===== src/shared/lomc_pkg.sv =====
// Constants and helpers shared by the overhead framer and its parts
`default_nettype none
package lomc_pkg;
	// Bit timing: 80 kbaud quats, two bits each, from a 200 MHz clock
	localparam int CLK_HZ        = 200_000_000;
	localparam int QUAT_HZ       = 80_000;
	localparam int BITS_PER_QUAT = 2;
	localparam int BIT_DIV       = CLK_HZ / (QUAT_HZ * BITS_PER_QUAT);
	localparam int DIV_W         = 11;
	localparam logic [DIV_W-1:0] DIV_LAST = DIV_W'(BIT_DIV - 1);
	localparam logic [DIV_W-1:0] DIV_ZERO = 11'h000;

	// Bit positions inside a 240-bit basic frame
	localparam int POS_W = 8;
	localparam logic [POS_W-1:0] POS_FIRST = 8'h01;
	localparam logic [POS_W-1:0] FW_LAST   = 8'h12;
	localparam logic [POS_W-1:0] DATA_LAST = 8'hEA;
	localparam logic [POS_W-1:0] M1_POS    = 8'hEB;
	localparam logic [POS_W-1:0] M4_POS    = 8'hEE;
	localparam logic [POS_W-1:0] POS_LAST  = 8'hF0;

	// Basic frame numbers 1..8 held as 0..7
	localparam int FRM_W = 3;
	localparam logic [FRM_W-1:0] FRM_1 = 3'h0;
	localparam logic [FRM_W-1:0] FRM_2 = 3'h1;
	localparam logic [FRM_W-1:0] FRM_3 = 3'h2;
	localparam logic [FRM_W-1:0] FRM_4 = 3'h3;
	localparam logic [FRM_W-1:0] FRM_5 = 3'h4;
	localparam logic [FRM_W-1:0] FRM_7 = 3'h6;
	localparam logic [FRM_W-1:0] FRM_8 = 3'h7;
	localparam logic [1:0]       QTR_LAST = 2'h3;

	// Overhead bit index 0..5 for M1..M6
	localparam logic [2:0] M_IDX_3 = 3'h2;
	localparam logic [2:0] M_IDX_4 = 3'h3;
	localparam logic [2:0] M_IDX_5 = 3'h4;
	localparam logic [2:0] M_IDX_6 = 3'h5;

	// Framing word as sign/magnitude bit pairs, first bit at the top
	localparam int FW_W = 18;
	localparam logic [FW_W-1:0] FW_PATTERN = 18'h2_808A;

	// Check code and operations channel
	localparam int CRC_W = 12;
	localparam logic [CRC_W-1:0] CRC_POLY  = 12'h80F;
	localparam logic [CRC_W-1:0] CRC_CLEAR = 12'h000;
	localparam int EOC_W = 12;
	localparam logic [EOC_W-1:0] EOC_IDLE = 12'hFFF;
	localparam logic [3:0] EOC_PER_FRAME = 4'h3;
	localparam logic [3:0] MSB_IDX       = 4'hB;
	localparam logic RESERVED_BIT = 1'b1;
	localparam logic COLD_IDLE    = 1'b0;

	function automatic logic [2:0] mbit_sel(input logic [POS_W-1:0] pos);
		mbit_sel = 3'(pos - M1_POS);
	endfunction

	// Only 2B+D and M4 feed the check code
	function automatic logic crc_covered(input logic [POS_W-1:0] pos);
		crc_covered = (pos > FW_LAST && pos <= DATA_LAST) || pos == M4_POS;
	endfunction

	// Word bit carried by M1..M3 of a frame, address bit one at the top
	function automatic logic [3:0] eoc_index(input logic [FRM_W-1:0] frm,
			input logic [2:0] m);
		logic [3:0] idx;
		idx = 4'(frm[1:0]) * EOC_PER_FRAME + 4'(m);
		eoc_index = MSB_IDX - idx;
	endfunction

	// Check bit carried by M5/M6 of frames 3..8, check bit one at the top
	function automatic logic [3:0] crc_index(input logic [FRM_W-1:0] frm,
			input logic [2:0] m);
		logic [3:0] idx;
		idx = {3'(frm - FRM_3), 1'b0} + 4'(m - M_IDX_5);
		crc_index = MSB_IDX - idx;
	endfunction
endpackage
`default_nettype wire


===== src/logic/lomc_bit_tick.sv =====
// Bit-rate enable divider for the line side
`timescale 1ns/1ps
`default_nettype none
module lomc_bit_tick (
	// Clock and reset
	input  wire logic clk,
	input  wire logic rst,
	// Control and enable out
	input  wire logic enable,
	output logic      tick
);
	logic [lomc_pkg::DIV_W-1:0] count;
	wire logic last = count == lomc_pkg::DIV_LAST;
	wire logic [lomc_pkg::DIV_W-1:0] next_count =
		last ? lomc_pkg::DIV_ZERO : lomc_pkg::DIV_W'(count + 1'b1);

	always_ff @(posedge clk or posedge rst) begin
		if (rst) begin
			count <= lomc_pkg::DIV_ZERO;
			tick  <= 1'b0;
		end else if (!enable) begin
			count <= lomc_pkg::DIV_ZERO;
			tick  <= 1'b0;
		end else begin
			count <= next_count;
			tick  <= last;
		end
	end
endmodule
`default_nettype wire


===== src/logic/lomc_crc12.sv =====
// Twelve-stage check code generator with clear and freeze
`timescale 1ns/1ps
`default_nettype none
module lomc_crc12 (
	// Clock and reset
	input  wire logic                      clk,
	input  wire logic                      rst,
	// Control and data
	input  wire logic                      clear,
	input  wire logic                      shift,
	input  wire logic                      din,
	// Stage contents, stage 12 at the top
	output logic [lomc_pkg::CRC_W-1:0]     crc
);
	// Bits enter as they are, one as one
	wire logic fb = din ^ crc[lomc_pkg::CRC_W-1];
	// x^12 + x^11 + x^3 + x^2 + x + 1 feedback
	wire logic [lomc_pkg::CRC_W-1:0] next_crc =
		{crc[lomc_pkg::CRC_W-2:0], 1'b0}
		^ ({lomc_pkg::CRC_W{fb}} & lomc_pkg::CRC_POLY);

	always_ff @(posedge clk or posedge rst) begin
		if (rst) begin
			crc <= lomc_pkg::CRC_CLEAR;
		end else if (clear) begin
			crc <= lomc_pkg::CRC_CLEAR;
		end else if (shift) begin
			crc <= next_crc; // Frozen otherwise
		end
	end
endmodule
`default_nettype wire


===== src/logic/lomc_framer.sv =====
// Line-end overhead bit framer and check code monitor
`timescale 1ns/1ps
`default_nettype none
module lomc_framer (
	// Clock and reset
	input  wire logic                       CLK,
	input  wire logic                       SYS_RST,
	// Transmit user side
	input  wire logic                       TX_ENABLE,
	input  wire logic                       TX_DATA,
	output logic                            TX_DATA_TAKE,
	input  wire logic [lomc_pkg::EOC_W-1:0] TX_EOC_WORD,
	output logic                            TX_EOC_TAKE,
	input  wire logic                       TX_ACTIVATION_INDICATOR,
	input  wire logic                       TX_DEACTIVATION_INDICATOR,
	input  wire logic                       TX_LINK_LAYER_ONLY_ACTIVATION,
	input  wire logic                       TX_ALARM_INDICATION,
	// Transmit line side
	output logic                            TX_BIT,
	output logic                            TX_BIT_VALID,
	output logic                            TX_FRAMING_WORD,
	output logic                            TX_MF_START,
	// Receive line side
	input  wire logic                       RX_BIT,
	input  wire logic                       RX_BIT_VALID,
	input  wire logic                       RX_MF_START,
	input  wire logic                       RX_SYNC_LOST,
	// Receive user side
	output logic                            RX_LOCKED,
	output logic                            RX_USER_BIT,
	output logic                            RX_USER_VALID,
	output logic [lomc_pkg::EOC_W-1:0]      RX_EOC_WORD,
	output logic                            RX_EOC_VALID,
	// Received indicators
	output logic                            RX_ACTIVATION_INDICATOR,
	output logic                            RX_POWER_STATUS_ONE,
	output logic                            RX_POWER_STATUS_TWO,
	output logic                            RX_TERMINATION_TEST_MODE,
	output logic                            RX_COLD_START_ONLY,
	output logic                            RX_CUSTOMER_INTERFACE_ACTIVITY,
	output logic                            RX_FAR_END_BLOCK_ERROR,
	// Block error reporting
	output logic                            RX_CRC_CHECKED,
	output logic                            RX_BLOCK_ERROR
);
	typedef enum logic [1:0] {
		st_hunt = 2'b01,
		st_lock = 2'b10
	} lomc_rx_state_t;
	// Transmit state
	logic                             bit_tick;
	logic [lomc_pkg::POS_W-1:0]       tx_pos;
	logic [lomc_pkg::FRM_W-1:0]       tx_frm;
	logic [lomc_pkg::EOC_W-1:0]       tx_eoc;
	logic [lomc_pkg::CRC_W-1:0]       tx_crc_state;
	logic [lomc_pkg::CRC_W-1:0]       tx_crc_send;
	logic                             tx_far_end_block_error;
	// Receive state
	lomc_rx_state_t                   rx_state;
	lomc_rx_state_t                   next_rx_state;
	logic [lomc_pkg::POS_W-1:0]       rx_pos;
	logic [lomc_pkg::FRM_W-1:0]       rx_frm;
	logic [lomc_pkg::CRC_W-1:0]       rx_crc_state;
	logic [lomc_pkg::CRC_W-1:0]       rx_crc_expect;
	logic [lomc_pkg::CRC_W-1:0]       rx_crc_sh;
	logic [lomc_pkg::EOC_W-1:0]       rx_eoc_sh;
	logic                             rx_expect_valid;
	logic                             rx_mf_seen;
	lomc_bit_tick u_tick (
		.clk    (CLK),
		.rst    (SYS_RST),
		.enable (TX_ENABLE),
		.tick   (bit_tick)
	);
	// Transmit position decode
	wire logic tx_pos_end = tx_pos == lomc_pkg::POS_LAST;
	wire logic [lomc_pkg::POS_W-1:0] next_tx_pos = tx_pos_end ?
		lomc_pkg::POS_FIRST : lomc_pkg::POS_W'(tx_pos + 1'b1);
	// Frame count wraps after the eighth frame
	wire logic [lomc_pkg::FRM_W-1:0] next_tx_frm = tx_pos_end ?
		lomc_pkg::FRM_W'(tx_frm + 1'b1) : tx_frm;
	wire logic tx_mf_first = tx_pos == lomc_pkg::POS_FIRST
		&& tx_frm == lomc_pkg::FRM_1;
	wire logic tx_in_fw = tx_pos <= lomc_pkg::FW_LAST;
	wire logic tx_in_data = !tx_in_fw && tx_pos <= lomc_pkg::DATA_LAST;
	// Six overhead bits close the frame at 235..240
	wire logic [2:0] tx_m = lomc_pkg::mbit_sel(tx_pos);
	// Frame one negates each quat, so only sign (odd) bits flip
	wire logic [4:0] tx_fw_idx = 5'(lomc_pkg::FW_LAST - tx_pos);
	wire logic tx_fw_plain = lomc_pkg::FW_PATTERN[tx_fw_idx];
	wire logic tx_fw_bit = (tx_frm == lomc_pkg::FRM_1 && tx_pos[0]) ?
		~tx_fw_plain : tx_fw_plain;
	// M4 indicators toward the far end, reserved ones elsewhere
	wire logic tx_m4_bit =
		(tx_frm == lomc_pkg::FRM_1) ? TX_ACTIVATION_INDICATOR :
		(tx_frm == lomc_pkg::FRM_2) ? TX_DEACTIVATION_INDICATOR :
		(tx_frm == lomc_pkg::FRM_7) ? TX_LINK_LAYER_ONLY_ACTIVATION :
		(tx_frm == lomc_pkg::FRM_8) ? TX_ALARM_INDICATION :
		lomc_pkg::RESERVED_BIT;
	// Operations word bits in M1..M3, two words a multiframe
	wire logic tx_eoc_bit = tx_eoc[lomc_pkg::eoc_index(tx_frm, tx_m)];
	// Check bits in M5/M6 of frames 3..8, bit one from stage 12
	wire logic tx_crc_field = tx_frm >= lomc_pkg::FRM_3;
	wire logic tx_crc_bit =
		tx_crc_send[lomc_pkg::crc_index(tx_frm, tx_m)];
	wire logic tx_far_end_block_error_slot = tx_m == lomc_pkg::M_IDX_6
		&& tx_frm == lomc_pkg::FRM_2;
	wire logic tx_m56_bit = tx_crc_field ? tx_crc_bit :
		tx_far_end_block_error_slot ? tx_far_end_block_error : lomc_pkg::RESERVED_BIT;
	// 24 operations, 12 check and 12 indicator bits per multiframe
	wire logic tx_m_bit = (tx_m <= lomc_pkg::M_IDX_3) ? tx_eoc_bit :
		(tx_m == lomc_pkg::M_IDX_4) ? tx_m4_bit : tx_m56_bit;
	wire logic next_tx_bit = tx_in_fw ? tx_fw_bit :
		tx_in_data ? TX_DATA : tx_m_bit;
	// User handshakes
	assign TX_DATA_TAKE = bit_tick && tx_in_data;
	assign TX_EOC_TAKE = bit_tick && tx_pos == lomc_pkg::POS_FIRST
		&& tx_frm[1:0] == lomc_pkg::FRM_1[1:0];
	// Transmit check generator, cleared as each multiframe starts
	lomc_crc12 u_tx_crc (
		.clk   (CLK),
		.rst   (SYS_RST),
		.clear (bit_tick && tx_mf_first),
		.shift (bit_tick && lomc_pkg::crc_covered(tx_pos)),
		.din   (next_tx_bit),
		.crc   (tx_crc_state)
	);
	always_ff @(posedge CLK or posedge SYS_RST) begin
		if (SYS_RST) begin
			tx_pos <= lomc_pkg::POS_FIRST;
			tx_frm <= lomc_pkg::FRM_1;
		end else if (!TX_ENABLE) begin
			tx_pos <= lomc_pkg::POS_FIRST;
			tx_frm <= lomc_pkg::FRM_1;
		end else if (bit_tick) begin
			tx_pos <= next_tx_pos;
			tx_frm <= next_tx_frm;
		end
	end

	always_ff @(posedge CLK or posedge SYS_RST) begin
		if (SYS_RST) begin
			tx_eoc      <= lomc_pkg::EOC_IDLE;
			tx_crc_send <= lomc_pkg::CRC_CLEAR;
		end else begin
			if (TX_EOC_TAKE) begin
				tx_eoc <= TX_EOC_WORD;
			end
			if (bit_tick && tx_mf_first) begin
				tx_crc_send <= tx_crc_state;
			end
		end
	end

	// Line outputs; framing flag lets the scrambler skip those bits
	always_ff @(posedge CLK or posedge SYS_RST) begin
		if (SYS_RST) begin
			TX_BIT          <= 1'b0;
			TX_BIT_VALID    <= 1'b0;
			TX_FRAMING_WORD <= 1'b0;
			TX_MF_START     <= 1'b0;
		end else begin
			TX_BIT_VALID <= bit_tick;
			if (bit_tick) begin
				TX_BIT          <= next_tx_bit;
				TX_FRAMING_WORD <= tx_in_fw;
				TX_MF_START     <= tx_mf_first;
			end
		end
	end

	// Receive alignment; frame one is found by the external detector
	always_comb begin
		next_rx_state = rx_state;
		case (rx_state)
			st_hunt: begin
				if (RX_BIT_VALID && RX_MF_START && !RX_SYNC_LOST) begin
					next_rx_state = st_lock;
				end
			end
			st_lock: begin
				if (RX_SYNC_LOST) begin
					next_rx_state = st_hunt;
				end
			end
			default: begin
				next_rx_state = st_hunt;
			end
		endcase
	end
	assign RX_LOCKED = rx_state == st_lock;
	// Receive position decode
	wire logic rx_take = RX_BIT_VALID && !RX_SYNC_LOST
		&& (RX_MF_START || rx_state == st_lock);
	wire logic [lomc_pkg::POS_W-1:0] cur_pos =
		RX_MF_START ? lomc_pkg::POS_FIRST : rx_pos;
	wire logic [lomc_pkg::FRM_W-1:0] cur_frm =
		RX_MF_START ? lomc_pkg::FRM_1 : rx_frm;
	wire logic cur_pos_end = cur_pos == lomc_pkg::POS_LAST;
	wire logic rx_mf_first = cur_pos == lomc_pkg::POS_FIRST
		&& cur_frm == lomc_pkg::FRM_1;
	wire logic rx_in_m = cur_pos >= lomc_pkg::M1_POS;
	wire logic rx_in_data = cur_pos > lomc_pkg::FW_LAST
		&& cur_pos <= lomc_pkg::DATA_LAST;
	wire logic [2:0] rx_m = lomc_pkg::mbit_sel(cur_pos);
	wire logic rx_eoc_take = rx_take && rx_in_m
		&& rx_m <= lomc_pkg::M_IDX_3;
	wire logic rx_eoc_done = rx_eoc_take && rx_m == lomc_pkg::M_IDX_3
		&& cur_frm[1:0] == lomc_pkg::QTR_LAST;
	wire logic rx_m4_take = rx_take && cur_pos == lomc_pkg::M4_POS;
	wire logic rx_crc_take = rx_take && rx_in_m
		&& rx_m >= lomc_pkg::M_IDX_5 && cur_frm >= lomc_pkg::FRM_3;
	wire logic rx_far_end_block_error_take = rx_take && rx_in_m
		&& rx_m == lomc_pkg::M_IDX_6 && cur_frm == lomc_pkg::FRM_2;
	wire logic rx_crc_last = rx_take && cur_pos_end
		&& cur_frm == lomc_pkg::FRM_8;
	// Received check bit one shifted in first lands at the top
	wire logic [lomc_pkg::CRC_W-1:0] rx_crc_got =
		{rx_crc_sh[lomc_pkg::CRC_W-2:0], RX_BIT};
	wire logic rx_mismatch = rx_crc_got != rx_crc_expect;
	wire logic rx_check = rx_crc_last && rx_expect_valid;
	// Receive check generator over the same covered bits
	lomc_crc12 u_rx_crc (
		.clk   (CLK),
		.rst   (SYS_RST),
		.clear (rx_take && rx_mf_first),
		.shift (rx_take && lomc_pkg::crc_covered(cur_pos)),
		.din   (RX_BIT),
		.crc   (rx_crc_state)
	);
	always_ff @(posedge CLK or posedge SYS_RST) begin
		if (SYS_RST) begin
			rx_state <= st_hunt;
			rx_pos   <= lomc_pkg::POS_FIRST;
			rx_frm   <= lomc_pkg::FRM_1;
		end else begin
			rx_state <= next_rx_state;
			if (rx_take) begin
				rx_pos <= cur_pos_end ? lomc_pkg::POS_FIRST :
					lomc_pkg::POS_W'(cur_pos + 1'b1);
				rx_frm <= cur_pos_end ?
					lomc_pkg::FRM_W'(cur_frm + 1'b1) : cur_frm;
			end
		end
	end

	// Expected value is the previous multiframe's result
	always_ff @(posedge CLK or posedge SYS_RST) begin
		if (SYS_RST) begin
			rx_crc_expect   <= lomc_pkg::CRC_CLEAR;
			rx_expect_valid <= 1'b0;
			rx_mf_seen      <= 1'b0;
		end else if (RX_SYNC_LOST) begin
			rx_expect_valid <= 1'b0;
			rx_mf_seen      <= 1'b0;
		end else if (rx_take && rx_mf_first) begin
			rx_crc_expect   <= rx_crc_state;
			rx_expect_valid <= rx_mf_seen;
			rx_mf_seen      <= 1'b1;
		end
	end

	always_ff @(posedge CLK or posedge SYS_RST) begin
		if (SYS_RST) begin
			rx_crc_sh <= lomc_pkg::CRC_CLEAR;
			rx_eoc_sh <= lomc_pkg::EOC_IDLE;
		end else begin
			if (rx_crc_take) begin
				rx_crc_sh <= rx_crc_got;
			end
			if (rx_eoc_take) begin
				rx_eoc_sh <= {rx_eoc_sh[lomc_pkg::EOC_W-2:0], RX_BIT};
			end
		end
	end

	// Check result pulses and far-end error bit for the next send
	always_ff @(posedge CLK or posedge SYS_RST) begin
		if (SYS_RST) begin
			RX_CRC_CHECKED <= 1'b0;
			RX_BLOCK_ERROR <= 1'b0;
			tx_far_end_block_error        <= lomc_pkg::RESERVED_BIT;
		end else begin
			RX_CRC_CHECKED <= rx_check;
			RX_BLOCK_ERROR <= rx_check && rx_mismatch;
			if (rx_check) begin
				tx_far_end_block_error <= ~rx_mismatch;
			end
		end
	end

	// User data and operations words
	always_ff @(posedge CLK or posedge SYS_RST) begin
		if (SYS_RST) begin
			RX_USER_BIT   <= 1'b0;
			RX_USER_VALID <= 1'b0;
			RX_EOC_WORD   <= lomc_pkg::EOC_IDLE;
			RX_EOC_VALID  <= 1'b0;
		end else begin
			RX_USER_VALID <= rx_take && rx_in_data;
			RX_EOC_VALID  <= rx_eoc_done;
			if (rx_take) begin
				RX_USER_BIT <= RX_BIT;
			end
			if (rx_eoc_done) begin
				RX_EOC_WORD <= {rx_eoc_sh[lomc_pkg::EOC_W-2:0], RX_BIT};
			end
		end
	end
	// Indicators from the far end, raw bit values
	always_ff @(posedge CLK or posedge SYS_RST) begin
		if (SYS_RST) begin
			RX_ACTIVATION_INDICATOR        <= lomc_pkg::RESERVED_BIT;
			RX_POWER_STATUS_ONE            <= lomc_pkg::RESERVED_BIT;
			RX_POWER_STATUS_TWO            <= lomc_pkg::RESERVED_BIT;
			RX_TERMINATION_TEST_MODE       <= lomc_pkg::RESERVED_BIT;
			RX_COLD_START_ONLY             <= lomc_pkg::COLD_IDLE;
			RX_CUSTOMER_INTERFACE_ACTIVITY <= lomc_pkg::RESERVED_BIT;
			RX_FAR_END_BLOCK_ERROR         <= lomc_pkg::RESERVED_BIT;
		end else begin
			if (rx_far_end_block_error_take) begin
				RX_FAR_END_BLOCK_ERROR <= RX_BIT;
			end
			if (rx_m4_take) begin
				case (cur_frm)
					lomc_pkg::FRM_1: RX_ACTIVATION_INDICATOR <= RX_BIT;
					lomc_pkg::FRM_2: RX_POWER_STATUS_ONE <= RX_BIT;
					lomc_pkg::FRM_3: RX_POWER_STATUS_TWO <= RX_BIT;
					lomc_pkg::FRM_4: RX_TERMINATION_TEST_MODE <= RX_BIT;
					lomc_pkg::FRM_5: RX_COLD_START_ONLY <= RX_BIT;
					lomc_pkg::FRM_7: begin
						RX_CUSTOMER_INTERFACE_ACTIVITY <= RX_BIT;
					end
					default: begin
					end
				endcase
			end
		end
	end
endmodule
`default_nettype wire


===== config.mk =====
export PLATFORM = sky130hd
export DESIGN_NAME = lomc_framer
export DESIGN_NICKNAME = d
export VERILOG_FILES = /design/src/shared/lomc_pkg.sv /design/src/logic/lomc_bit_tick.sv /design/src/logic/lomc_crc12.sv /design/src/logic/lomc_framer.sv
export SDC_FILE = /design/constraint.sdc
export NUM_CORES = 1
export LEC_CHECK = 0
export BUFFER_PORTS_ARGS = -buffer_cell sky130_fd_sc_hd__buf_2
export CAP_MARGIN = 20
export CORE_ASPECT_RATIO = 1.2
export CORE_MARGIN = 4
export CORE_UTILIZATION = 52
export DETAILED_ROUTE_END_ITERATION = 7
export PLACE_DENSITY = 0.68
export SYNTH_ARGS = -nofsm -noshare
export SYNTH_HDL_FRONTEND = slang
export SYNTH_SLANG_ARGS = --single-unit

===== constraint.sdc =====
create_clock -name CLK -period 5.5 [get_ports CLK]
set_input_delay 0.55 -clock CLK [delete_from_list [all_inputs] [get_ports CLK]]
set_output_delay 0.55 -clock CLK [all_outputs]
set_load 0.01 [all_outputs]

; ---- After elaboration in Yosys (flattened, before gate mapping)
; Memories as Yosys holds them, arrays and structs flattened.
; Cells that the tools add are included.
[word_totals]
output_inout_bits = 31
regBits = 149
n_memories = 1
wordCells = 191
romBits = 32
[memory_table]
columns = memory, words, word_bits, read_ports, rd_ports_with_merged_regs, write_ports, line_no
row1 = (no name shown), 32, 1, 1, 0, 0, lomc_framer.sv:90  ; wire logic tx_fw_plain = lomc_pkg::FW_PATTERN[tx_fw_idx];
[op_classes]
order_cmp = 14
n_mux = 40
n_addsub = 14
reduce_logical = 52
bitwise = 7
multipliers = 1
eq_ne = 28
[op_table]
columns = operator, count
row1 = $mux W12, 4
row2 = $mux W8, 5
row3 = $eq A8 B8 Y1 const B, 4
row4 = $logic_and A1 B1 Y1, 32
row5 = $xor A12 B12 Y12, 2
row6 = $mux W11, 2
row7 = $eq A3 B3 Y1 const B, 7
row8 = $mux W1, 19
row9 = $reduce_and A2 Y1, 9
row10 = $add A8 B1 Y8 const B, 2
row11 = $eq A8 B1 Y1 const B, 2
row12 = $gt A8 B5 Y1 const B, 2
row13 = $le A8 B8 Y1 const B, 2
row14 = $mux W3, 5
row15 = $eq A3 B2 Y1 const B, 4
row16 = $ne A12 B12 Y1, 1
row17 = $add A11 B1 Y11 const B, 1
row18 = $eq A11 B11 Y1 const B, 1
row19 = $lt A4 B5 Y1 const B, 2
row20 = $sub A3 B2 Y3 const B, 3
row21 = $bmux W1 S4, 2
row22 = $ge A8 B8 Y1 const B, 1
row23 = $le A8 B5 Y1 const B, 1
row24 = $sub A4 B4 Y4 const A, 2
row25 = other kinds (24), 41

; ---- Depth between registers and ports, before layout
; Gate-level depths: netlist of run 1.
[depth]
ltp_word = 15
mapped_depth = 17
depth_no_buf = 15

; ---- Cells and area by module
; A second synthesis of run 1 with hierarchy kept.
[unflattened]
cells_unflattened = 657
area_unflattened_um2 = 7738.7
[by_module_without_submodules]
columns = module, cells_each, seq_area_each_um2, instances, area_each_um2
row1 = lomc_framer, 491, 2884.0, 1, 5979.5
row2 = lomc_crc12, 54, 300.3, 2, 576.8
row3 = lomc_bit_tick, 58, 300.3, 1, 605.6

; ---- Least setup slack after synthesis of run 1
; OpenSTA, ideal clock, no wires.
[synth_timing]
path_kind = register to register
from = reg tx_pos[0] in the netlist's numbering
to = reg u_tx_crc.crc[11] in the netlist's numbering
t_required_ns = 5.420
stages_incl_launch_ff = 16
arrival_time_ns = 3.396
synth_period_minus_slack_ns = 3.476
setup_slack_ns = 2.024
setup_ns = 0.080
path_buffers = 2
path_cell_list = dfstp_2 -> buf_6 -> inv_1 -> ha_1 -> inv_1 -> ha_1 -> inv_1 -> fa_1 -> mux4_2 -> nand2_1 -> a21boi_0 -> a31oi_1 -> o211a_1 -> buf_6 -> mux2i_1 -> mux2i_1
[synth_via]
elab_chain_cells = 15
elab_cells_between_ends = 43
classes_between = add/sub (7) / order compare (4) / eq/ne (4) / mux (14) / bitwise (3) / reduce/logical (10) / memory (1)
[synth_rtl]
columns = item, line_no
row1 = start: declaration, lomc_framer.sv:52  ; logic [lomc_pkg::POS_W-1:0] tx_pos;
row2 = start signal: assignment, lomc_framer.sv:130  ; tx_pos <= lomc_pkg::POS_FIRST;
row3 = start signal: assignment, lomc_framer.sv:133  ; tx_pos <= lomc_pkg::POS_FIRST;
row4 = start signal: assignment, lomc_framer.sv:136  ; tx_pos <= next_tx_pos;
row5 = $sub A3 B2 Y3, lomc_pkg.sv:55  ; mbit_sel = 3'(pos - M1_POS);
row6 = $sub A3 B3 Y4, lomc_pkg.sv:75  ; idx = {3'(frm - FRM_3), 1'b0} + 4'(m - M_IDX_5);
row7 = $add A4 B4 Y4, lomc_pkg.sv:75
row8 = $sub A4 B4 Y4, lomc_pkg.sv:76  ; crc_index = MSB_IDX - idx;
row9 = $bmux W1 S4, lomc_framer.sv:105  ; tx_crc_send[lomc_pkg::crc_index(tx_frm, tx_m)];
row10 = $mux W1 (implied by the code), lomc_framer.sv:105
row11 = $mux W1, lomc_framer.sv:108  ; wire logic tx_m56_bit = tx_crc_field ? tx_crc_bit :
row12 = $mux W1, lomc_framer.sv:112  ; (tx_m == lomc_pkg::M_IDX_4) ? tx_m4_bit : tx_m56_bit;
row13 = $mux W1, lomc_framer.sv:111  ; wire logic tx_m_bit = (tx_m <= lomc_pkg::M_IDX_3) ? tx_eoc_bit :
row14 = $mux W1, lomc_framer.sv:114  ; tx_in_data ? TX_DATA : tx_m_bit;
row15 = $mux W1, lomc_framer.sv:113  ; wire logic next_tx_bit = tx_in_fw ? tx_fw_bit :
row16 = $xor A1 B1 Y1, lomc_crc12.sv:16  ; wire logic fb = din ^ crc[lomc_pkg::CRC_W-1];
row17 = $xor A12 B12 Y12, lomc_crc12.sv:20  ; ^ ({lomc_pkg::CRC_W{fb}} & lomc_pkg::CRC_POLY);
row18 = $mux W12, lomc_crc12.sv:27  ; end else if (shift) begin
row19 = $mux W12, lomc_crc12.sv:25  ; end else if (clear) begin
row20 = end signal: assignment, lomc_crc12.sv:24  ; crc <= lomc_pkg::CRC_CLEAR;
row21 = end signal: assignment, lomc_crc12.sv:26  ; crc <= lomc_pkg::CRC_CLEAR;
row22 = end signal: assignment, lomc_crc12.sv:28  ; crc <= next_crc;
row23 = end: declaration, lomc_crc12.sv:13  ; output logic [lomc_pkg::CRC_W-1:0] crc
; Parallel ways exist; a longest one is shown, timed or not. The select of a mux whose other input is x is not followed.
; A chain may end at the register's enable or synchronous reset.

; ---- Final worst setup path of run 1
; Same ends and word-level chain as after synthesis.

==> impl_metrics.env, run 1 <==
export IMPL_synth_top_family_by_area="simple AND/OR/NAND/NOR gates"
export IMPL_max_freq_ghz=0.248
export IMPL_rr_startpoint="tx_pos[0]$_DFFE_PP1P_"
export IMPL_crit_start="tx_pos[0]$_DFFE_PP1P_"
export IMPL_endpoint="u_tx_crc.crc[11]$_DFFE_PP0P_"
export IMPL_synth_fp_nets=765
export IMPL_synth_area_top_cells="dfrtp_1 (34%), dfstp_2 (16%), mux2_2 (7.8%)"
export IMPL_syn_cell_area_mm2=0.00761
export IMPL_yosys_warnings=0
export IMPL_fin_ws_ns=1.47
export IMPL_synth_seq_cells=149
export IMPL_rr_worst_depth=14
export IMPL_synthAdderAreaFrac_pct=5.79
export IMPL_p_per_area_mw_per_mm2=280
export IMPL_yosys_area_share_simple_pct=16.2
export IMPL_ys_types=68
export IMPL_drtAntennaViolNets=0
export IMPL_hp_class="in -> reg"
export IMPL_cts_buffers_inserted=17
export IMPL_num_vias=5166
export IMPL_drv_slew=0
export IMPL_drc_errors=0
export IMPL_grt_pass1_wl_um=25400
export IMPL_cts_root_buf="clkbuf_16"
export IMPL_synthMuxAreaShare_pct=12.8
export IMPL_cp_required_ns=5.84
export IMPL_gp_congestion=0.875
export IMPL_worst_pin_slew_ns=1.07
export IMPL_die_width_um=118
export IMPL_finalWirelength_um=14700
export IMPL_die_height_um=140
export IMPL_r2r_end="u_tx_crc.crc[11]$_DFFE_PP0P_"
export IMPL_most_common_layout_cells="nand2_1 (134), dfrtp_1 (104), nor2_1 (56)"
export IMPL_cts_tree="done"
export IMPL_port_buffers=54
export IMPL_grt_max_degree=100
export IMPL_slew_headroom_pct=28.4
export IMPL_cts_resized=0
export IMPL_drt_iter0_markers=362
export IMPL_numClockSinks=149
export IMPL_final_common_cell="nand2_1"
export IMPL_syn_inst=707
export IMPL_synth_xor_area_share_pct=5.07
export IMPL_place_ws_ns=1.48
export IMPL_yosysTopAreaCellShare_pct=34.2
export IMPL_grt_usage_pct=18.6
export IMPL_rows=48
export IMPL_yosysTopAreaCell="dfrtp_1"
export IMPL_yosysSeqAreaShare_pct=49.8
export IMPL_grt_setup_unrepaired="false"
export IMPL_drive_gt1_share_pct=26.3
export IMPL_hpwl_um=10500
export IMPL_outcome="completed"
export IMPL_hold_violations=0
export IMPL_finalCriticalPeriod_ns=4.03
export IMPL_die_area_mm2=0.0166
export IMPL_crit_fanout=13
export IMPL_post_cts_setup_buffers=0
export IMPL_drt_pass1_iterations=4
export IMPL_antenna_found_initial=0
export IMPL_max_cap_viol_count=0
export IMPL_async_flop_share_pct=100
export IMPL_synth_edf_count=0
export IMPL_insertion_delay_ns=0.42
export IMPL_grt_ovfl_total=0
export IMPL_min_period_over_period_pct=73.3
export IMPL_avgSynthCellArea_um2=10.8
export IMPL_holdBufCountCts=0
export IMPL_clk_pin_slew_worst_paths_ns=0.06
export IMPL_fillers=1183
export IMPL_syn2layout_area_growth_pct=13.0
export IMPL_finalSetupTns_ns=0
export IMPL_arrival_ns=4.37
export IMPL_vias_per_cell=5.46
export IMPL_grt_pass1_vias=5255
export IMPL_core_area_mm2=0.0144
export IMPL_ys_flop_type="dfrtp_1"
export IMPL_slowest_delay_ns=0.71
export IMPL_synth_compound_gate_area_share_pct=6.92
export IMPL_finClkSkew_ns=0.00594
export IMPL_end_kind="flop"
export IMPL_final_net_count=816
export IMPL_p_leak_nw=4.15
export IMPL_cts_buffer_depth=2
export IMPL_cp_slowest_cell="dfstp_2"
export IMPL_ir_worst_vdd_mv=0.183
export IMPL_pin_count=55
export IMPL_start_util_pct=53.0
export IMPL_setup_viol=0
export IMPL_startpoint_type="flop"
export IMPL_htreeDepth=4
export IMPL_n_antenna_cell=0
export IMPL_critical_path_class="reg -> reg"
export IMPL_routedWlPerCell_um=15.5
export IMPL_cp_cell_sequence="inv_1, ha_1, inv_1, ha_1, inv_1, fa_1, mux2i_1, a32oi_1, nand4_1, a21boi_0, a31oi_1, o211a_1, mux2i_1, mux2i_1"
export IMPL_regToRegSetupSlack_ns=1.47
-- cells in the mapped netlist, types with 7 or more instances --
cell type  count
a21oi_1        7
and3_1         9
buf_2          9
clkbuf_1      10
dfrtp_1      104
dfstp_2       45
ha_1          32
inv_1         26
mux2_2        53
mux2i_1       22
nand2_1      134
nand3_1       25
nand4_1        9
nor2_1        56
o21ai_0       24
o31ai_1        8
xnor2_1       25
xor2_1         9
-- where the power goes --
| group | total (mW) | switching (mW) | internal, mW |
|---|---|---|---|
| logic | 0.126 | 0.0768 | 0.0494 |
| clock network | 1.14 | 0.444 | 0.692 |
| registers | 1.15 | 0.0219 | 1.12 |
| total | 2.41 | 0.542 | 1.87 |
-- state kept, by name, indices dropped and copies added (netlist names), 8 cells and up --
| signal | flops |
|---|---|
| RX_EOC_WORD | 12 |
| rx_crc_expect | 12 |
| tx_crc_send | 12 |
| tx_eoc | 12 |
| u_rx_crc.crc | 12 |
| u_tx_crc.crc | 12 |
| rx_crc_sh | 11 |
| rx_eoc_sh | 11 |
| u_tick.count | 11 |
| rx_pos | 8 |
| tx_pos | 8 |
-- final cells by class --
type,count,area [um2],area share [%]
flip-flops and latches,149,3780,44.0
multi-input cells,503,3560,41.4
clock buffers,21,460,5.36
repair buffers,60,343,3.99
well taps,175,219,2.55
clock inverters,11,128,1.48
inverters,27,106,1.24
-- logic make-up after synthesis --
family,after synthesis
AND/OR/NAND/NOR,271
flip-flops,149
multiplexers,84
AO/OA/AOI/OAI,76
buffers and inverters,55
XOR/XNOR,38
adder cells (fa/ha/maj),34
-- stage by stage --
step / total power, mW / cell area, um2 / hold WS, ns / utilization (%) / std cells
finish: 2.41 / 8600 / 0.318 / 59.9 / 946
global route: 2.51 / 8600 / 0.325 / 59.9 / 946
CTS: 2.43 / 8550 / 0.301 / 59.6 / 944
detailed placement: 1.29 / 7970 / 0.447 / 55.5 / 912
global placement: 1.29 / 7970 / 0.445 / 55.5 / 912
floorplan: 1.25 / 7610 / 0.379 / - / 707
-- layer usage --
layer	GRT usage, %	vias up	wire length [um]
met5	0	-	0
met4	6.89	0	293
met3	3.47	24	434
met2	30.8	95	7120
met1	24.6	2525	6840
li1	-	2522	-
-- worst max-delay path, delay by kind of cell (launching register included) --
kind                       cells  cell delay [ns]
adders and majority gates      3             1.39
muxes                          3             0.73
DFF                            1             0.71
AOI/OAI and AO/OA              4             0.67
buffers and inverters          3             0.33
and+or+nand+nor                1             0.11
-- worst min-delay path by stage --
stage,start,end,cells after the start
2_1_floorplan,u_tick.tick$_DFF_PP0_,TX_BIT_VALID$_DFF_PP0_,0
3_3_place_gp,tx_eoc[7]$_DFFE_PP1P_,tx_eoc[7]$_DFFE_PP1P_,2
3_5_place_dp,tx_eoc[11]$_DFFE_PP1P_,tx_eoc[11]$_DFFE_PP1P_,2
4_1_cts,TX_EOC_WORD[5],tx_eoc[5]$_DFFE_PP1P_,3
5_1_grt,TX_EOC_WORD[5],tx_eoc[5]$_DFFE_PP1P_,3
6_report,TX_EOC_WORD[5],tx_eoc[5]$_DFFE_PP1P_,3
Note: power is estimated with default switching activity, not from simulation.
==> inputs of run 2 (changes only) <==
clock period = 3.96 ns   (was 5.5 ns; I/O delays follow)
==> run 2 against run 1 <==
Design area increased by 0.15%. Global-route usage up 0.61 points. Via count is 0.43% higher. Maximum frequency is 10% higher. Critical endpoint unchanged.
==> impl_metrics.env, run 2 (synthesis results as in run 1) <==
export IMPL_insertion_delay_ns=0.43
export IMPL_vias_per_cell=5.48
export IMPL_arrival_ns=4.00
export IMPL_drtAntennaViolNets=0
export IMPL_p_leak_nw=4.18
export IMPL_finClkSkew_ns=0.00939
export IMPL_syn2layout_area_growth_pct=13.2
export IMPL_max_freq_ghz=0.273
export IMPL_num_vias=5188
export IMPL_routedWlPerCell_um=16.0
export IMPL_grt_usage_pct=19.2
export IMPL_drt_iter0_markers=416
export IMPL_rr_startpoint="tx_pos[0]$_DFFE_PP1P_"
export IMPL_cp_required_ns=4.30
export IMPL_hold_violations=0
export IMPL_regToRegSetupSlack_ns=0.30
export IMPL_worst_pin_slew_ns=1.03
export IMPL_fin_ws_ns=0.300
export IMPL_ir_worst_vdd_mv=0.286
export IMPL_antenna_found_initial=0
export IMPL_grt_setup_unrepaired="false"
export IMPL_n_antenna_cell=0
export IMPL_start_util_pct=53.0
export IMPL_hp_class="in -> async"
export IMPL_startpoint_type="flop"
export IMPL_outcome="completed"
export IMPL_drv_slew=0
export IMPL_hpwl_um=10500
export IMPL_cts_tree="done"
export IMPL_end_kind="flop"
export IMPL_numClockSinks=149
export IMPL_core_area_mm2=0.0144
export IMPL_die_width_um=118
export IMPL_finalCriticalPeriod_ns=3.66
export IMPL_critical_path_class="reg -> reg"
export IMPL_max_cap_viol_count=0
export IMPL_grt_ovfl_total=0
export IMPL_p_per_area_mw_per_mm2=393
export IMPL_die_height_um=140
export IMPL_place_ws_ns=0.222
export IMPL_crit_fanout=6
export IMPL_drt_pass1_iterations=4
export IMPL_final_common_cell="nand2_1"
export IMPL_fillers=1165
export IMPL_cts_buffers_inserted=17
export IMPL_cts_root_buf="clkbuf_16"
export IMPL_setup_viol=0
export IMPL_rr_worst_depth=14
export IMPL_pin_count=55
export IMPL_drive_gt1_share_pct=26.8
export IMPL_finalWirelength_um=15100
export IMPL_grt_pass1_wl_um=26000
export IMPL_cts_buffer_depth=2
export IMPL_min_period_over_period_pct=92.4
export IMPL_r2r_end="u_tx_crc.crc[11]$_DFFE_PP0P_"
export IMPL_htreeDepth=4
export IMPL_drc_errors=0
export IMPL_clk_pin_slew_worst_paths_ns=0.06
export IMPL_most_common_layout_cells="nand2_1 (134), dfrtp_1 (103), nor2_1 (56)"
export IMPL_rows=48
export IMPL_gp_congestion=0.881
export IMPL_slew_headroom_pct=31.0
export IMPL_port_buffers=54
export IMPL_die_area_mm2=0.0166
export IMPL_final_net_count=819
export IMPL_finalSetupTns_ns=0
export IMPL_grt_max_degree=150
export IMPL_grt_pass1_vias=5384
run 2: cell types whose count changed in the layout (fill, tap and decap cells not counted), sizes merged:
| cell | before | now |
|---|---|---|
| clkinv | 3 | 8 |
| bufinv | 2 | 3 |
| buf | 60 | 63 |
| inv | 27 | 26 |
| clkbuf | 21 | 18 |
| clkinvlp | 6 | 2 |
run 2: final cells by class:
type | count | area (um2) | share of cell area [%]
Clock buffer | 18 | 429 | 4.98
Clock inverter | 12 | 156 | 1.82
Inverter | 27 | 105 | 1.22
Multi-Input combinational cell | 503 | 3560 | 41.3
Sequential cell | 149 | 3790 | 44.0
Tap cell | 175 | 219 | 2.54
Timing Repair Buffer | 63 | 358 | 4.16
run 2: timing repair:
item                                    in CTS  in global routing
resized for setup                            0                  2
hold endpoints to repair                     0                  0
hold buffers                                 0                  0
buffers inserted                             0                  0
endpoints found under the setup margin       0                  4
run 2: worst max path at each step:
stage | cells past startpoint | startpoint | endpoint
after floorplan | 15 | tx_pos[0]$_DFFE_PP1P_ | u_tx_crc.crc[11]$_DFFE_PP0P_
after global placement | 14 | tx_pos[0]$_DFFE_PP1P_ | u_tx_crc.crc[11]$_DFFE_PP0P_
after detailed placement | 14 | tx_pos[1]$_DFFE_PP0P_ | u_tx_crc.crc[11]$_DFFE_PP0P_
after CTS | 14 | tx_pos[1]$_DFFE_PP0P_ | u_tx_crc.crc[11]$_DFFE_PP0P_
after global routing | 14 | tx_pos[0]$_DFFE_PP1P_ | u_tx_crc.crc[11]$_DFFE_PP0P_
final | 14 | tx_pos[0]$_DFFE_PP1P_ | u_tx_crc.crc[11]$_DFFE_PP0P_
run 2: through the flow:
step	hold slack, ns	instances	utilization [%]	instance area [um2]	power (mW)
2_1_floorplan	0.379	707	-	7610	1.74
3_3_place_gp	0.443	916	55.8	8010	1.79
3_5_place_dp	0.447	916	55.8	8010	1.80
4_1_cts	0.141	946	59.9	8590	3.42
5_1_grt	0.150	947	60.0	8610	3.51
6_report	0.161	947	60.0	8610	3.38
run 2: critical path, cell delays in order, from the launching register on:
cell and delay (ns):
dfstp_2 0.52, inv_1 0.10, ha_1 0.36, inv_1 0.08, ha_1 0.38, inv_1 0.09, fa_1 0.64, mux2i_1 0.23
a32oi_1 0.08, nand4_1 0.10, a21boi_0 0.09, a31oi_1 0.15, o211a_2 0.32, mux2i_1 0.25, mux2i_1 0.20
run 2: layer usage:
| layer | part of all wire [%] | GRT usage (%) | vias to the layer above | wire length, um |
|---|---|---|---|---|
| li1 | - | - | 2518 | - |
| met1 | 44 | 23.9 | 2559 | 6720 |
| met2 | 50 | 32.7 | 94 | 7630 |
| met3 | 3.7 | 4.93 | 17 | 557 |
| met4 | 1.4 | 6.47 | 0 | 206 |
| met5 | 0 | 0 | - | 0 |
run 2: where the power goes:
part	leakage [nW]	internal, mW	switching [mW]
clock network	0.286	0.984	0.628
logic	2.02	0.0692	0.108
registers	1.87	1.56	0.0310
total	4.18	2.61	0.767
